`src/sacr_pkg.sv`:
```
// Package for the converter control and serial readout block
// Behaviour
// - The convert strobe rising edge starts a conversion, and in the three-wire setup it is also the active-low readout select.
// - The serial input level at conversion start picks chip-select or daisy-chain mode for that cycle.
// - In the four-wire setup the serial input line is the active-low select that gates readout.
// - Result bits leave on the serial output in step with the host serial clock.
// - Conversions are timed by the internal oscillator, never by the serial clock.
// - At conversion start the differential input is captured onto the sampling array.
// - Both analog inputs stay disconnected from the sampling circuit for the whole conversion.
// - At conversion end the sampling capacitors reconnect and acquisition begins.
// - During acquisition the device is powered down, and only then may the result be read.
// - Serial input low at the strobe rising edge selects daisy-chain mode, high selects chip-select mode.
// - The MSB appears when select falls, and each lower bit follows on a later falling serial clock edge.
// - The serial output goes high impedance after the 18th falling serial clock edge or when select rises first.
// - Results are in two's complement.
`default_nettype none
package sacr_pkg;
  localparam int unsigned RES_BITS = 18;
  localparam int unsigned CLK_PERIOD_NS = 20;
  localparam int unsigned CONV_TIME_NS = 8800;
  localparam int unsigned CONV_CYCLES = CONV_TIME_NS / CLK_PERIOD_NS;
  localparam logic [4:0] LAST_BIT = 5'h11;
  localparam logic [8:0] CONV_CNT_RST = 9'h000;
  localparam logic [RES_BITS-1:0] RESULT_RST = 18'h0_0000;

  typedef enum logic [2:0] {
    SACR_ACQ = 3'b001,
    SACR_CONV = 3'b010,
    SACR_READ = 3'b100
  } sacr_state_e;

  typedef struct packed {
    logic dout;
    logic dout_oe;
  } sacr_serial_out_s;
endpackage
`default_nettype wire

```
`src/sacr_ctrl.sv`:
```
// Conversion sequencer and serial result shifter
`default_nettype none
module sacr_ctrl (
  input wire logic clk,
  input wire logic rst,
  input wire logic convert_strobe,
  input wire logic din,
  input wire logic sclk,
  input wire logic [17:0] sample_code,
  output logic dout,
  output logic dout_oe,
  output logic sample_hold,
  output logic inputs_connected,
  output logic powered_down,
  output logic daisy_mode
);
  //////////////////////////////////////////////////////////////////////////////
  // Pin synchronisers: change counts when stages two and three agree
  logic [2:0] cnv_sy_r, din_sy_r, sck_sy_r;
  logic cnv_q_r, din_q_r, sck_q_r;
  logic cnv_q_nxt, din_q_nxt, sck_q_nxt;

  always_comb begin
    cnv_q_nxt = (cnv_sy_r[1] == cnv_sy_r[2]) ? cnv_sy_r[2] : cnv_q_r;
    din_q_nxt = (din_sy_r[1] == din_sy_r[2]) ? din_sy_r[2] : din_q_r;
    sck_q_nxt = (sck_sy_r[1] == sck_sy_r[2]) ? sck_sy_r[2] : sck_q_r;
  end

  always_ff @(posedge clk) begin
    if (rst) begin
      cnv_sy_r <= 3'h0;
      din_sy_r <= 3'h7;
      sck_sy_r <= 3'h0;
      cnv_q_r <= 1'b0;
      din_q_r <= 1'b1;
      sck_q_r <= 1'b0;
    end else begin
      cnv_sy_r <= {cnv_sy_r[1:0], convert_strobe};
      din_sy_r <= {din_sy_r[1:0], din};
      sck_sy_r <= {sck_sy_r[1:0], sclk};
      cnv_q_r <= cnv_q_nxt;
      din_q_r <= din_q_nxt;
      sck_q_r <= sck_q_nxt;
    end
  end

  logic cnv_rise, sck_fall, cs_n;
  assign cnv_rise = cnv_q_nxt & ~cnv_q_r;
  assign sck_fall = ~sck_q_nxt & sck_q_r;

  //////////////////////////////////////////////////////////////////////////////
  // Sequencer state
  sacr_pkg::sacr_state_e state_r, state_nxt;
  logic [8:0] conv_cnt_r, conv_cnt_nxt;
  logic [4:0] bit_cnt_r, bit_cnt_nxt;
  logic [17:0] result_r, result_nxt, shift_r, shift_nxt;
  logic daisy_r, daisy_nxt, oe_r, oe_nxt, out_r, out_nxt;

  // Three-wire: strobe is select; four-wire: the serial input is select
  assign cs_n = daisy_r ? 1'b0 : (cnv_q_r & din_q_r);

  // Next-state logic; the conversion length comes only from the local clock
  always_comb begin
    state_nxt = state_r;
    conv_cnt_nxt = conv_cnt_r;
    bit_cnt_nxt = bit_cnt_r;
    result_nxt = result_r;
    shift_nxt = shift_r;
    daisy_nxt = daisy_r;
    oe_nxt = oe_r;
    out_nxt = out_r;
    unique case (state_r)
      sacr_pkg::SACR_ACQ, sacr_pkg::SACR_READ: begin
        if (cnv_rise) begin
          state_nxt = sacr_pkg::SACR_CONV;
          daisy_nxt = ~din_q_r;
          result_nxt = sample_code;
          conv_cnt_nxt = sacr_pkg::CONV_CNT_RST;
          oe_nxt = 1'b0; // Strobe edge forces the output off
        end else if (state_r == sacr_pkg::SACR_ACQ) begin
          // Readout opens only in acquisition, on select low
          if (!cs_n) begin
            state_nxt = sacr_pkg::SACR_READ;
            shift_nxt = result_r;
            out_nxt = result_r[17];
            oe_nxt = 1'b1;
            bit_cnt_nxt = 5'h00;
          end
        end else if (cs_n) begin
          oe_nxt = 1'b0;
          state_nxt = sacr_pkg::SACR_ACQ;
        end else if (sck_fall && oe_r) begin
          if (bit_cnt_r == sacr_pkg::LAST_BIT) begin
            oe_nxt = 1'b0;
          end else begin
            shift_nxt = {shift_r[16:0], daisy_r ? din_q_r : 1'b0};
            out_nxt = shift_r[16];
            bit_cnt_nxt = bit_cnt_r + 5'h01;
          end
        end
      end
      sacr_pkg::SACR_CONV: begin
        // Serial clock is not looked at here
        if (conv_cnt_r == 9'(sacr_pkg::CONV_CYCLES - 1)) begin
          state_nxt = sacr_pkg::SACR_ACQ;
        end else begin
          conv_cnt_nxt = conv_cnt_r + 9'h001;
        end
      end
      default: state_nxt = sacr_pkg::SACR_ACQ;
    endcase
  end

  always_ff @(posedge clk) begin
    if (rst) begin
      state_r <= sacr_pkg::SACR_ACQ;
      conv_cnt_r <= sacr_pkg::CONV_CNT_RST;
      bit_cnt_r <= 5'h00;
      result_r <= sacr_pkg::RESULT_RST;
      shift_r <= sacr_pkg::RESULT_RST;
      daisy_r <= 1'b0;
      oe_r <= 1'b0;
      out_r <= 1'b0;
    end else begin
      state_r <= state_nxt;
      conv_cnt_r <= conv_cnt_nxt;
      bit_cnt_r <= bit_cnt_nxt;
      result_r <= result_nxt;
      shift_r <= shift_nxt;
      daisy_r <= daisy_nxt;
      oe_r <= oe_nxt;
      out_r <= out_nxt;
    end
  end

  //////////////////////////////////////////////////////////////////////////////
  // Outputs
  assign dout = out_r;
  assign dout_oe = oe_r;
  assign daisy_mode = daisy_r;
  assign sample_hold = (state_r == sacr_pkg::SACR_CONV);
  assign inputs_connected = (state_r != sacr_pkg::SACR_CONV);
  assign powered_down = (state_r != sacr_pkg::SACR_CONV);

  //////////////////////////////////////////////////////////////////////////////
  // Conversion age counter for the checks only
  // Kept apart from the sequencer counter, so a wrong end compare there
  // still shows up as a too long or too short conversion
  logic [9:0] conv_age_r, conv_age_nxt;

  // Zero outside conversion, one step per cycle inside it
  always_comb begin
    conv_age_nxt = 10'h000;
    if (state_r == sacr_pkg::SACR_CONV) begin
      conv_age_nxt = conv_age_r + 10'h001;
    end
  end

  // Age register, same reset as the sequencer
  always_ff @(posedge clk) begin
    if (rst) begin
      conv_age_r <= 10'h000;
    end else begin
      conv_age_r <= conv_age_nxt;
    end
  end
endmodule // sacr_ctrl
`default_nettype wire

```
`config.mk`:
```
export PLATFORM = sky130hd
export DESIGN_NAME = sacr_ctrl
export DESIGN_NICKNAME = d
export VERILOG_FILES = /design/src/sacr_pkg.sv /design/src/sacr_ctrl.sv
export SDC_FILE = /design/constraint.sdc
export NUM_CORES = 1
export LEC_CHECK = 0
export ABC_AREA = 0
export CAP_MARGIN = 30
export CELL_PAD_IN_SITES_DETAIL_PLACEMENT = 1
export CELL_PAD_IN_SITES_GLOBAL_PLACEMENT = 2
export CORE_ASPECT_RATIO = 1.2
export CORE_MARGIN = 2
export CORE_UTILIZATION = 36
export CTS_BUF_LIST = sky130_fd_sc_hd__clkbuf_4 sky130_fd_sc_hd__clkbuf_8
export DETAILED_ROUTE_END_ITERATION = 6
export DONT_BUFFER_PORTS = 1
export GPL_ROUTABILITY_DRIVEN = 0
export PLACE_DENSITY_LB_ADDON = 0.05
export SETUP_SLACK_MARGIN = 0.4
export SKIP_CTS_REPAIR_TIMING = 1
export SLEW_MARGIN = 15
export SYNTH_ARGS = -nofsm -noshare
export SYNTH_HDL_FRONTEND = slang
export SYNTH_SLANG_ARGS = --single-unit
```
`constraint.sdc`:
```
create_clock -name clk -period 2 [get_ports clk]
set_clock_uncertainty 0.2 [all_clocks]
set_input_delay 0.1 -clock clk [delete_from_list [all_inputs] [get_ports clk]]
set_output_delay 0.1 -clock clk [all_outputs]
set_load 0.1 [all_outputs]
```
=== Yosys cells after proc, flatten, opt, wreduce, memory -nomap -nowiden ===
Cells that the tools add are included.

* Multiplexer cells: 34
* Equality and inequality tests: 16
* $add $sub $neg: 2
* Reductions and logical operators: 11
* Bitwise gates (word level): 8

{| class="wikitable"
|+ Operators by type and width
! cell !! count
|-
| two-way mux 17 bit || 5
|-
| two-way mux 5 bit || 5
|-
| two-way mux 9 bit || 2
|-
| case mux 9 bit (2 select lines) || 1
|-
| two-way mux 1 bit || 15
|-
| two-way mux 3 bit || 5
|-
| adder 9 x 1 -> 9 bit (second input constant) || 1
|-
| equality test 9 bit (second input constant) || 1
|-
| != test 4 bit (second input constant) || 2
|-
| nonzero test 4 bit || 2
|-
| != test 2 bit (second input constant) || 3
|-
| case mux 3 bit (2 select lines) || 1
|-
| AND reduction 3 bit || 2
|-
| adder 5 x 1 -> 5 bit (second input constant) || 1
|-
| equality test 5 bit (second input constant) || 1
|-
| NOT 1 bit || 5
|-
| AND reduction 5 bit || 1
|-
| AND reduction 4 bit || 1
|-
| nonzero test 2 bit || 2
|-
| bitwise AND 1 bit || 3
|-
| equality test 1 bit || 3
|-
| equality test 3 x 1 -> 1 bit (second input constant) || 1
|-
| equality test 3 x 2 -> 1 bit (second input constant) || 1
|-
| equality test 3 bit (second input constant) || 1
|-
| 6 further kinds || 6
|}

* Input port bits: 23
* Register bits after elaboration: 67

=== Logic depth before layout (Yosys ltp) ===
Gate-level depths: netlist of the first run.

* Depth after elaboration: 9
* Mapped depth: 8
* Mapped depth without buffers: 6

=== Worst setup path before layout of the first run ===
No wires, ideal clock.

* Path kind: reg2reg
* Start point: reg oe_r, in the netlist dout_oe
* End point: reg shift_r[10]
* Setup slack: -0.466 ns
* Stages on the path, launching flop included: 7
* Period minus slack after synthesis: 2.466 ns
* Library setup time: 0.134 ns
* Buffers on the path: 2
* Arrival time: 2.132 ns
* Cell sequence: dfxtp_1 nor4bb_1 a31o_2 and2_1 buf_2 buf_2 a211oi_1

* Cells in the longest elaborated chain, start to end: 3

{| class="wikitable"
|+ Ends and longest elaborated chain
! item !! line !! source
|-
| from (decl) || sacr_ctrl.sv:57 || <nowiki>logic daisy_r, daisy_nxt, oe_r, oe_nxt, out_r, out_nxt;</nowiki>
|-
| from (signal assigned) || sacr_ctrl.sv:131 || <nowiki>oe_r <= oe_nxt;</nowiki>
|-
| logical AND 1 bit || sacr_ctrl.sv:92 || <nowiki>end else if (sck_fall && oe_r) begin</nowiki>
|-
| nonzero test 2 bit (no line) || - ||
|-
| AND reduction 5 bit (no line) || - ||
|-
| to (signal assigned) || sacr_ctrl.sv:120 || <nowiki>shift_r <= sacr_pkg::RESULT_RST;</nowiki>
|-
| to (signal assigned) || sacr_ctrl.sv:129 || <nowiki>shift_r <= shift_nxt;</nowiki>
|-
| to (decl) || sacr_ctrl.sv:56 || <nowiki>logic [17:0] result_r, result_nxt, shift_r, shift_nxt;</nowiki>
|}

Every way passes these cells.
A chain may end at the register's enable or synchronous reset.

=== Worst setup path in the final report of the first run ===
* Start point: reg state_r[2]
* End point: reg conv_cnt_r[7]

* Cells in the longest elaborated chain, start to end: 4
* Elaborated cells between the ends (all ways): 9
* Those cells by class: 5 x eq/ne; 1 x mux; 3 x reduce/logical

{| class="wikitable"
|+ Ends and longest elaborated chain
! item !! line !! source
|-
| from (decl) || sacr_ctrl.sv:53 || <nowiki>sacr_pkg::sacr_state_e state_r, state_nxt;</nowiki>
|-
| from (signal assigned) || sacr_ctrl.sv:116 || <nowiki>state_r <= sacr_pkg::SACR_ACQ;</nowiki>
|-
| from (signal assigned) || sacr_ctrl.sv:125 || <nowiki>state_r <= state_nxt;</nowiki>
|-
| equality test 3 x 1 -> 1 bit / equality test 3 bit (equally long branches) || sacr_ctrl.sv:72 || <nowiki>unique case (state_r)</nowiki>
|-
| OR reduction 2 bit || sacr_ctrl.sv:72 ||
|-
| != test 2 bit (no line) / nonzero test 2 bit (equally long branches) || - ||
|-
| AND reduction 3 bit (no line) || - ||
|-
| to (signal assigned) || sacr_ctrl.sv:117 || <nowiki>conv_cnt_r <= sacr_pkg::CONV_CNT_RST;</nowiki>
|-
| to (signal assigned) || sacr_ctrl.sv:126 || <nowiki>conv_cnt_r <= conv_cnt_nxt;</nowiki>
|-
| to (decl) || sacr_ctrl.sv:54 || <nowiki>logic [8:0] conv_cnt_r, conv_cnt_nxt;</nowiki>
|}

Parallel ways exist; a longest one is shown, timed or not.

==> results of run 1 <==
-- worst paths after layout --
| check | start | endpoint | slack (ps) | cells past startpoint |
|---|---|---|---|---|
| setup / recovery | state_r[2] | conv_cnt_r[7] | 170 | 5 |
| hold / removal | rst | state_r[1] | -380 | 1 |
| setup reg to reg | state_r[2] | conv_cnt_r[7] | 170 | 5 |
| hold reg to reg | result_r[8] | result_r[8] | 260 | 2 |
-- layout by cell type, fill, tap and decap left out, types with 2 or more instances in the layout --
master          n
a2111o_1        2
a211oi_1        2
a211oi_2       19
a21oi_1        33
a21oi_2        17
a31o_4          2
and3_1          2
and3_4          2
and3b_2         2
and4bb_2        2
buf_12          8
buf_4          22
buf_6           7
bufinv_16       3
clkbuf_16       5
clkbuf_8        9
clkinv_2        2
dfxtp_1        54
dfxtp_2         9
dfxtp_4         4
dlygate4sd3_1  13
ha_4            2
inv_1           3
mux2i_1        20
nand2_1        35
nand2_2         3
nand2_4        11
nand2b_1        7
nand3_1         9
nand3b_1        2
nor2_1          4
nor2b_1         8
nor3_1          2
nor3_4          2
o21ai_0         6
or2_2           3
or3_1           5
xnor2_1         2
-- through the flow --
step,instances,power (W),hold slack [ps],util (%)
3_3_place_gp,409,0.002347,-32.83,39.90
6_report,464,0.004194,-379.4,54.66
4_1_cts,425,0.003749,-397.0,43.00
5_1_grt,464,0.004419,-398.8,54.66
3_5_place_dp,409,0.002370,-26.48,39.90
2_1_floorplan,323,0.002165,3.811,-
-- area by class of cell --
type | instances | area, um^2
Inverter | 4 | 15.01
Clock inverter | 7 | 116.4
Fill cell | 833 | 3515
Tap cell | 92 | 115.1
Clock buffer | 9 | 123.9
Timing Repair Buffer | 56 | 674.4
Multi-Input combinational cell | 229 | 1824
Sequential cell | 67 | 1368
-- power breakdown --
part / leakage [nW] / internal [W] / total (W) / switching [W]
sequential: 0.551 / 0.00147 / 0.00156 / 0.0000911
clock: 0.119 / 0.000826 / 0.00137 / 0.000539
combinational: 0.925 / 0.000651 / 0.00127 / 0.000618
total: 1.60 / 0.00294 / 0.00419 / 0.00125
-- layer usage --
layer,vias up,global-route usage [%],wire (um)
met4,0,7.692,82
met1,1237,20.95,3817
met2,32,26.12,4408
li1,1250,-,-
met3,6,3.312,161
met5,-,0,0
-- sequential cells by signal (all words and copies together), names as in the netlist, 3 cells and up --
register and count:
bit_cnt_r 5, cnv_sy_r 3, conv_cnt_r 9, din_sy_r 3, result_r 18, sck_sy_r 3
shift_r 17, state_r 3
-- cells by family (layout without fill, tap and decap cells) --
group | count (synthesis) | after routing | share of synthesized area (%)
buffers and inverters | 27 | 76 | 4.778
muxes | 21 | 21 | 7.232
AOI/OAI and AO/OA | 93 | 93 | 19.76
xor gates and xnor gates | 3 | 3 | 0.9042
adders and majority gates | 3 | 3 | 1.292
and+or+nand+nor | 109 | 109 | 19.89
DFF | 67 | 67 | 46.15
==> reports/qor.yml, run 1 <==
status: "complete, but fails checks"
violations: "hold timing"
h-tree-depth: 3
drt_wl_total_um: 8468
synth_largest_area_cell: "dfxtp_1"
setup_viol: 0
final_nets: 393
synth_edf_count: 0
cp-start-kind: "flop"
cp.buffers_inverters: 1
rsz0062_at_grt: "true"
synthTopCellsByCount: "dfxtp_1, a21oi_1, nand2_1, mux2i_1, a211oi_1"
antenna_left: 0
root_buffer: "clkbuf_8"
critPathSlowestCell: "or3b_4"
synth_cells: 323
crit_type: "flop to flop"
min_period_over_period_pct: 91.44
placed_area_um2: 3093
dp_slack_ps: 85.90
antenna_found_initial: 0
hp-class: "primary input to flop"
ys_types: 46
grt_pass1_vias: 2318
grt_pass1_wl_um: 11220
yosysTopAreaCellShare_pct: 46.15
synth_most_common_cell: "dfxtp_1"
die_w_um: 86.03
maxSlewViolCount: 0
die_area_um2: 8812
syn_nets: 349
worst_ep_arrival_time_ps: 1850
wl_per_cell_um: 18.25
syn_area_per_cell_um2: 8.999
clock_path_buffers: 2
cap_viol_max_count: 0
drive_gt1_share_pct: 39.78
critPathMaxFanout: 6
worst_slew_pin_slew_ps: 363.1
clk_latency_ps: 340
p_leak_nw: 1.596
grt_max_degree: 60
tritoncts_num_sinks: 67
synth_ff_type: "dfxtp_1"
relSlewSlack_pct: 75.76
cts_tree: "yes"
synthTopCellsByArea: "dfxtp_1, a21oi_1, mux2i_1"
period_needed_ps: 1829
route.vias.total: 2525
synthArstFlopShare_pct: 0
first_iter_violations: 53
vdd_drop_max_v: 0.0003937
via_per_inst: 5.442
clk_pin_slew_ps: 80
end_kind: "flop"
ys_warn_count: 0
ys_seq_area_share_pct: 46.15
whs_ps: -379.4
hold_viol_final: 52
netlist_area_um2: 2907
num_rows: 35
drc: 0
path_cells: "or3b_4 > a31o_4 > buf_4 > o2111ai_2 > nand2_1"
critPathTopFamily: "simple AND/OR/NAND/NOR gates"
areaGrowthSynthToFinish_pct: 45.76
gr-total-overflow: 0
cts-buffers-inserted: 9
ys_seq_elements: 67
slowest_delay_ps: 440
io_buffer_count: 0
fmax_ghz: 0.5468
dr.pass1.iters: 4
grtUsageTotal_pct: 16.27
dp.final_hpwl_um: 4264
pin_count: 29
power.density_nw_per_um2: 989.9
diodes: 0
cp.required_ps: 2030
initial_core_util_pct: 37.50
postLayoutCellArea_um2: 4237
tns_ps: 0
fp.coreArea_um2: 7751
die_h_um: 102.4
worst_slack_ps: 171.2
Note: power is estimated with default switching activity, not from simulation.
==> run 2: changes to the inputs <==
--- a/config.mk
+++ b/config.mk
@@ -21,3 +21,3 @@
 export SKIP_CTS_REPAIR_TIMING = 1
-export SLEW_MARGIN = 15
+export SLEW_MARGIN = 5
 export SYNTH_ARGS = -nofsm -noshare
==> constraint.sdc (replaced) <==
create_clock -name clk -period 2 [get_ports clk]
set_clock_uncertainty 0.2 [all_clocks]
set_input_delay 0.4 -clock clk [delete_from_list [all_inputs] [get_ports clk]]
set_output_delay 0.4 -clock clk [all_outputs]
set_load 0.1 [all_outputs]
==> run 2 against run 1 <==
Net effect:
- the run ends with hold timing, setup timing left
- sequential power barely moved
- non-clock buffer count fell by 6
- worst setup slack got worse by 200 ps
- combinational power rose by 7%
- wire length rose by 2.3%
- count of clock-buffer cells in the layout rose by 3
- hold slack improved by 300 ps
- cell count fell by 1.1%
- core utilization rose by 1.5 points
- flip-flop and latch count did not move
- die area did not move
- maximum frequency fell by 9.9%
- largest cell class unchanged
==> reports/qor.yml, run 2 (same netlist as run 1, synthesis figures left out) <==
status: "complete, but fails checks"
violations: "hold timing, setup timing"
gr-total-overflow: 0
drt_wl_total_um: 8662
vdd_drop_max_v: 0.0005205
initial_core_util_pct: 37.50
diodes: 0
fmax_ghz: 0.4924
setup_viol: 1
root_buffer: "clkbuf_8"
cts-buffers-inserted: 9
period_needed_ps: 2031
tritoncts_num_sinks: 67
drc: 0
grt_pass1_wl_um: 11710
crit_type: "flop to flop"
die_h_um: 102.4
reg_top3: "result_r x18, shift_r x17, conv_cnt_r x9"
num_rows: 35
antenna_left: 0
cp.required_ps: 2070
min_period_over_period_pct: 101.5
regMostFlops: "result_r"
grtUsageTotal_pct: 16.84
die_area_um2: 8812
power_w: 0.004504
clk_latency_ps: 340
wl_per_cell_um: 18.87
largest_reg_flops: 18
whs_ps: -78.36
areaGrowthSynthToFinish_pct: 49.76
rsz0062_at_grt: "true"
final_nets: 388
dp.final_hpwl_um: 4387
postLayoutCellArea_um2: 4353
power.density_nw_per_um2: 1035
hold_viol_final: 43
final_cell_mix: "dfxtp_1, nand2_1, a21oi_1"
h-tree-depth: 3
via_per_inst: 5.627
cp-start-kind: "flop"
end_kind: "flop"
relSlewSlack_pct: 65.82
filler_cell_count: 827
placed_area_um2: 3112
clk_pin_slew_ps: 70
fp.coreArea_um2: 7751
critPathMaxFanout: 5
maxSlewViolCount: 0
io_buffer_count: 0
tns_ps: -30.82
clock_path_buffers: 2
rr_worst_depth: 6
worst_ep_arrival_time_ps: 2100
cts_tree: "yes"
route.vias.total: 2583
grt_pass1_vias: 2349
worst_slew_pin_slew_ps: 511.0
layout_commonest_cell: "dfxtp_1"
worst_slack_ps: -30.82
drive_gt1_share_pct: 43.05
first_iter_violations: 69
cap_viol_max_count: 0
antenna_found_initial: 0
hold-path-cell-count: 1
die_w_um: 86.03
grt_max_degree: 60
final_util_pct: 56.16
dr.pass1.iters: 4
pin_count: 29
p_leak_nw: 1.592
hp-class: "primary input to flop"
[run 2: cell types whose count changed in the layout (fill, tap and decap cells not counted), moves of 4 or more]
cell	before	now
buf_12	8	12
buf_4	22	14
mux2i_1	20	7
mux2i_2	1	12
[run 2: layer usage]
layer  GRT usage, %  wire (um)
met4          5.739        147
met3          4.039        220
met1          22.23       3766
met5              0          0
met2          27.01       4527
[run 2: stage by stage]
step           setup WS (ps)  std cells
2_1_floorplan          52.17        323
3_3_place_gp           128.1        411
3_5_place_dp           119.8        411
4_1_cts               -153.9        427
5_1_grt               -95.43        459
6_report              -30.82        459
[run 2: worst paths after layout]
kind / from / end / slack [ps]
setup reg to reg: state_r[2] / conv_cnt_r[5] / -30
hold reg to reg: result_r[7] / result_r[7] / 270
hold / removal: rst / dout_oe / -80
setup / recovery: state_r[2] / conv_cnt_r[5] / -30
[run 2: worst max-delay path, stage by stage, from the launching register on]
cell	delay, ps
dfxtp_4	350
or3b_4	430
buf_4	160
buf_6	130
a31o_4	230
a211oi_2	220
mux2i_1	230
[run 2: cell type report]
| class | instances | area [um^2] | share of cell area (%) |
|---|---|---|---|
| Tap cell | 92 | 115.1 | 2.644 |
| Clock inverter | 4 | 120.1 | 2.759 |
| Multi-Input combinational cell | 230 | 1908 | 43.83 |
| Clock buffer | 12 | 158.9 | 3.650 |
| Sequential cell | 67 | 1365 | 31.36 |
| Timing Repair Buffer | 50 | 666.9 | 15.32 |
| Inverter | 4 | 18.77 | 0.4312 |
[run 2: report_power, final]
| part | internal (W) | switching [W] |
|---|---|---|
| clock network | 0.00104 | 0.000539 |
| logic | 0.000701 | 0.000654 |
| registers | 0.00147 | 0.000103 |
| total | 0.00321 | 0.00130 |
==> run 3: changes to the inputs <==
SKIP_CTS_REPAIR_TIMING = unset   (was 1)
==> run 3 against run 2 <==
Net effect:
- the flow finishes with violations (hold timing)
- final area rose by 7.2%
- worst setup slack improved by 35 ps
- first-iteration DRC count decreased by 41%
- highest routed layer unchanged
==> reports/qor.yml, run 3 (same netlist as run 1, synthesis figures left out) <==
cp.required_ps: 1400
setup_viol: 0
grt_pass1_vias: 2622
cap_viol_max_count: 0
cts_hold_buf: 11
grt_max_degree: 60
worst_slew_pin_slew_ps: 360.9
critPathTopFamily: "simple AND/OR/NAND/NOR gates"
antenna_left: 0
cts_tree: "yes"
pwr-share-comb_pct: 34.5
rsz0062_at_grt: "true"
final_cell_mix: "dfxtp_1, nand2_1, a21oi_2"
crit_type: "flop to output port"
tns_ps: 0
drt_wl_total_um: 9346
dp.final_hpwl_um: 4387
route.vias.total: 2647
clock_path_buffers: 2
grt_pass1_wl_um: 13530
cts-buffers-inserted: 9
clk_pin_slew_ps: 80
cp.buffers_inverters: 2
power_w: 0.004815
hp-class: "primary input to flop"
worst_ep_arrival_time_ps: 1400
layout_commonest_cell: "dfxtp_1"
power.switching_w: 0.001407
diodes: 0
slowest_delay_ps: 440
grtUsageTotal_pct: 19.70
gr-total-overflow: 0
via_per_inst: 5.620
die_h_um: 102.4
die_area_um2: 8812
initial_core_util_pct: 37.50
whs_ps: -85.59
end_kind: "output port"
antenna_found_initial: 0
min_period_over_period_pct: 99.79
h-tree-depth: 3
finalNonFillerCells: 471
dp_cells: 411
p_leak_nw: 1.765
first_iter_violations: 41
clockPowerShare_pct: 32.9
drc: 0
final_nets: 400
maxSlewViolCount: 0
sw_frac_of_total_pct: 29.21
internal-power_w: 0.003409
reg_top3: "result_r x18, shift_r x17, conv_cnt_r x9"
critPathMaxFanout: 3
period_needed_ps: 1996
cp-start-kind: "flop"
relSlewSlack_pct: 75.91
regMostFlops: "result_r"
fp.coreArea_um2: 7751
areaGrowthSynthToFinish_pct: 60.48
drive_gt1_share_pct: 49.08
seq_power_share_pct: 32.6
hold_viol_final: 43
root_buffer: "clkbuf_8"
final_util_pct: 60.18
die_w_um: 86.03
largest_reg_flops: 18
path_cells: "or3b_4 > clkinvlp_4 > buf_12"
vdd_drop_max_v: 0.0004419
num_rows: 35
fmax_ghz: 0.5011
critPathSlowestCell: "or3b_4"
wl_per_cell_um: 19.84
tritoncts_num_sinks: 67
pin_count: 29
clk_latency_ps: 340
power.density_nw_per_um2: 1032
violations: "hold timing"
io_buffer_count: 0
status: "complete, but fails checks"
dr.pass1.iters: 4
[run 3: worst paths after layout]
kind	startpoint	endpoint	slack, ps	cells past startpoint
worst max register to register	state_r[2]	shift_r[15]	10	10
worst min register to register	result_r[12]	result_r[12]	260	2
worst max-delay path	state_r[2]	sample_hold	4	3
worst min-delay path	rst	result_r[2]	-90	1
[run 3: per-stage QoR]
step | area, um^2 | hold WS (ps) | setup WS, ps
final | 4664 | -85.59 | 4.278
after global routing | 4664 | -106.1 | -68.46
after CTS | 3970 | -93.51 | 7.627
after detailed placement | 3112 | 204.9 | 119.8
after global placement | 3112 | 194.5 | 128.1
after floorplan | 2957 | 189.5 | 52.17
[run 3: power groups by stage]
| stage | clock [W] | sequential [W] | combinational (W) |
|---|---|---|---|
| after floorplan | 0 | 0.00163 | 0.000535 |
| after global placement | 0 | 0.00157 | 0.000755 |
| after detailed placement | 0 | 0.00157 | 0.000777 |
| after CTS | 0.00159 | 0.00155 | 0.00132 |
| after global routing | 0.00168 | 0.00159 | 0.00176 |
| final | 0.00158 | 0.00157 | 0.00166 |
[run 3: timing repair]
action | in CTS | in global routing
gates resized for setup | 68 | 118
endpoints found under the setup margin | 59 | 57
buffers inserted | 13 | 12
pin swaps | 13 | 50
cloned | 5 | 3
hold endpoints to repair | 54 | 44
[run 3: area by class of cell]
cell class	instances	area (um^2)
Tap cell	92	115.1
Multi-Input combinational cell	230	2083
Sequential cell	67	1361
Fill cell	809	3087
Clock buffer	12	158.9
Clock inverter	4	120.1
Timing Repair Buffer	62	807.0
Inverter	4	18.77
[run 3: metal layers]
metal / routed length (um) / GRT usage (%) / vias to the layer above / part of all wire, %
met3: 270 / 4.523 / 18 / 2.9
met1: 4036 / 24.20 / 1317 / 43
li1: - / - / 1268 / -
met5: 0 / 0 / - / 0
met2: 4880 / 33.81 / 44 / 52
met4: 159 / 6.960 / 0 / 1.7
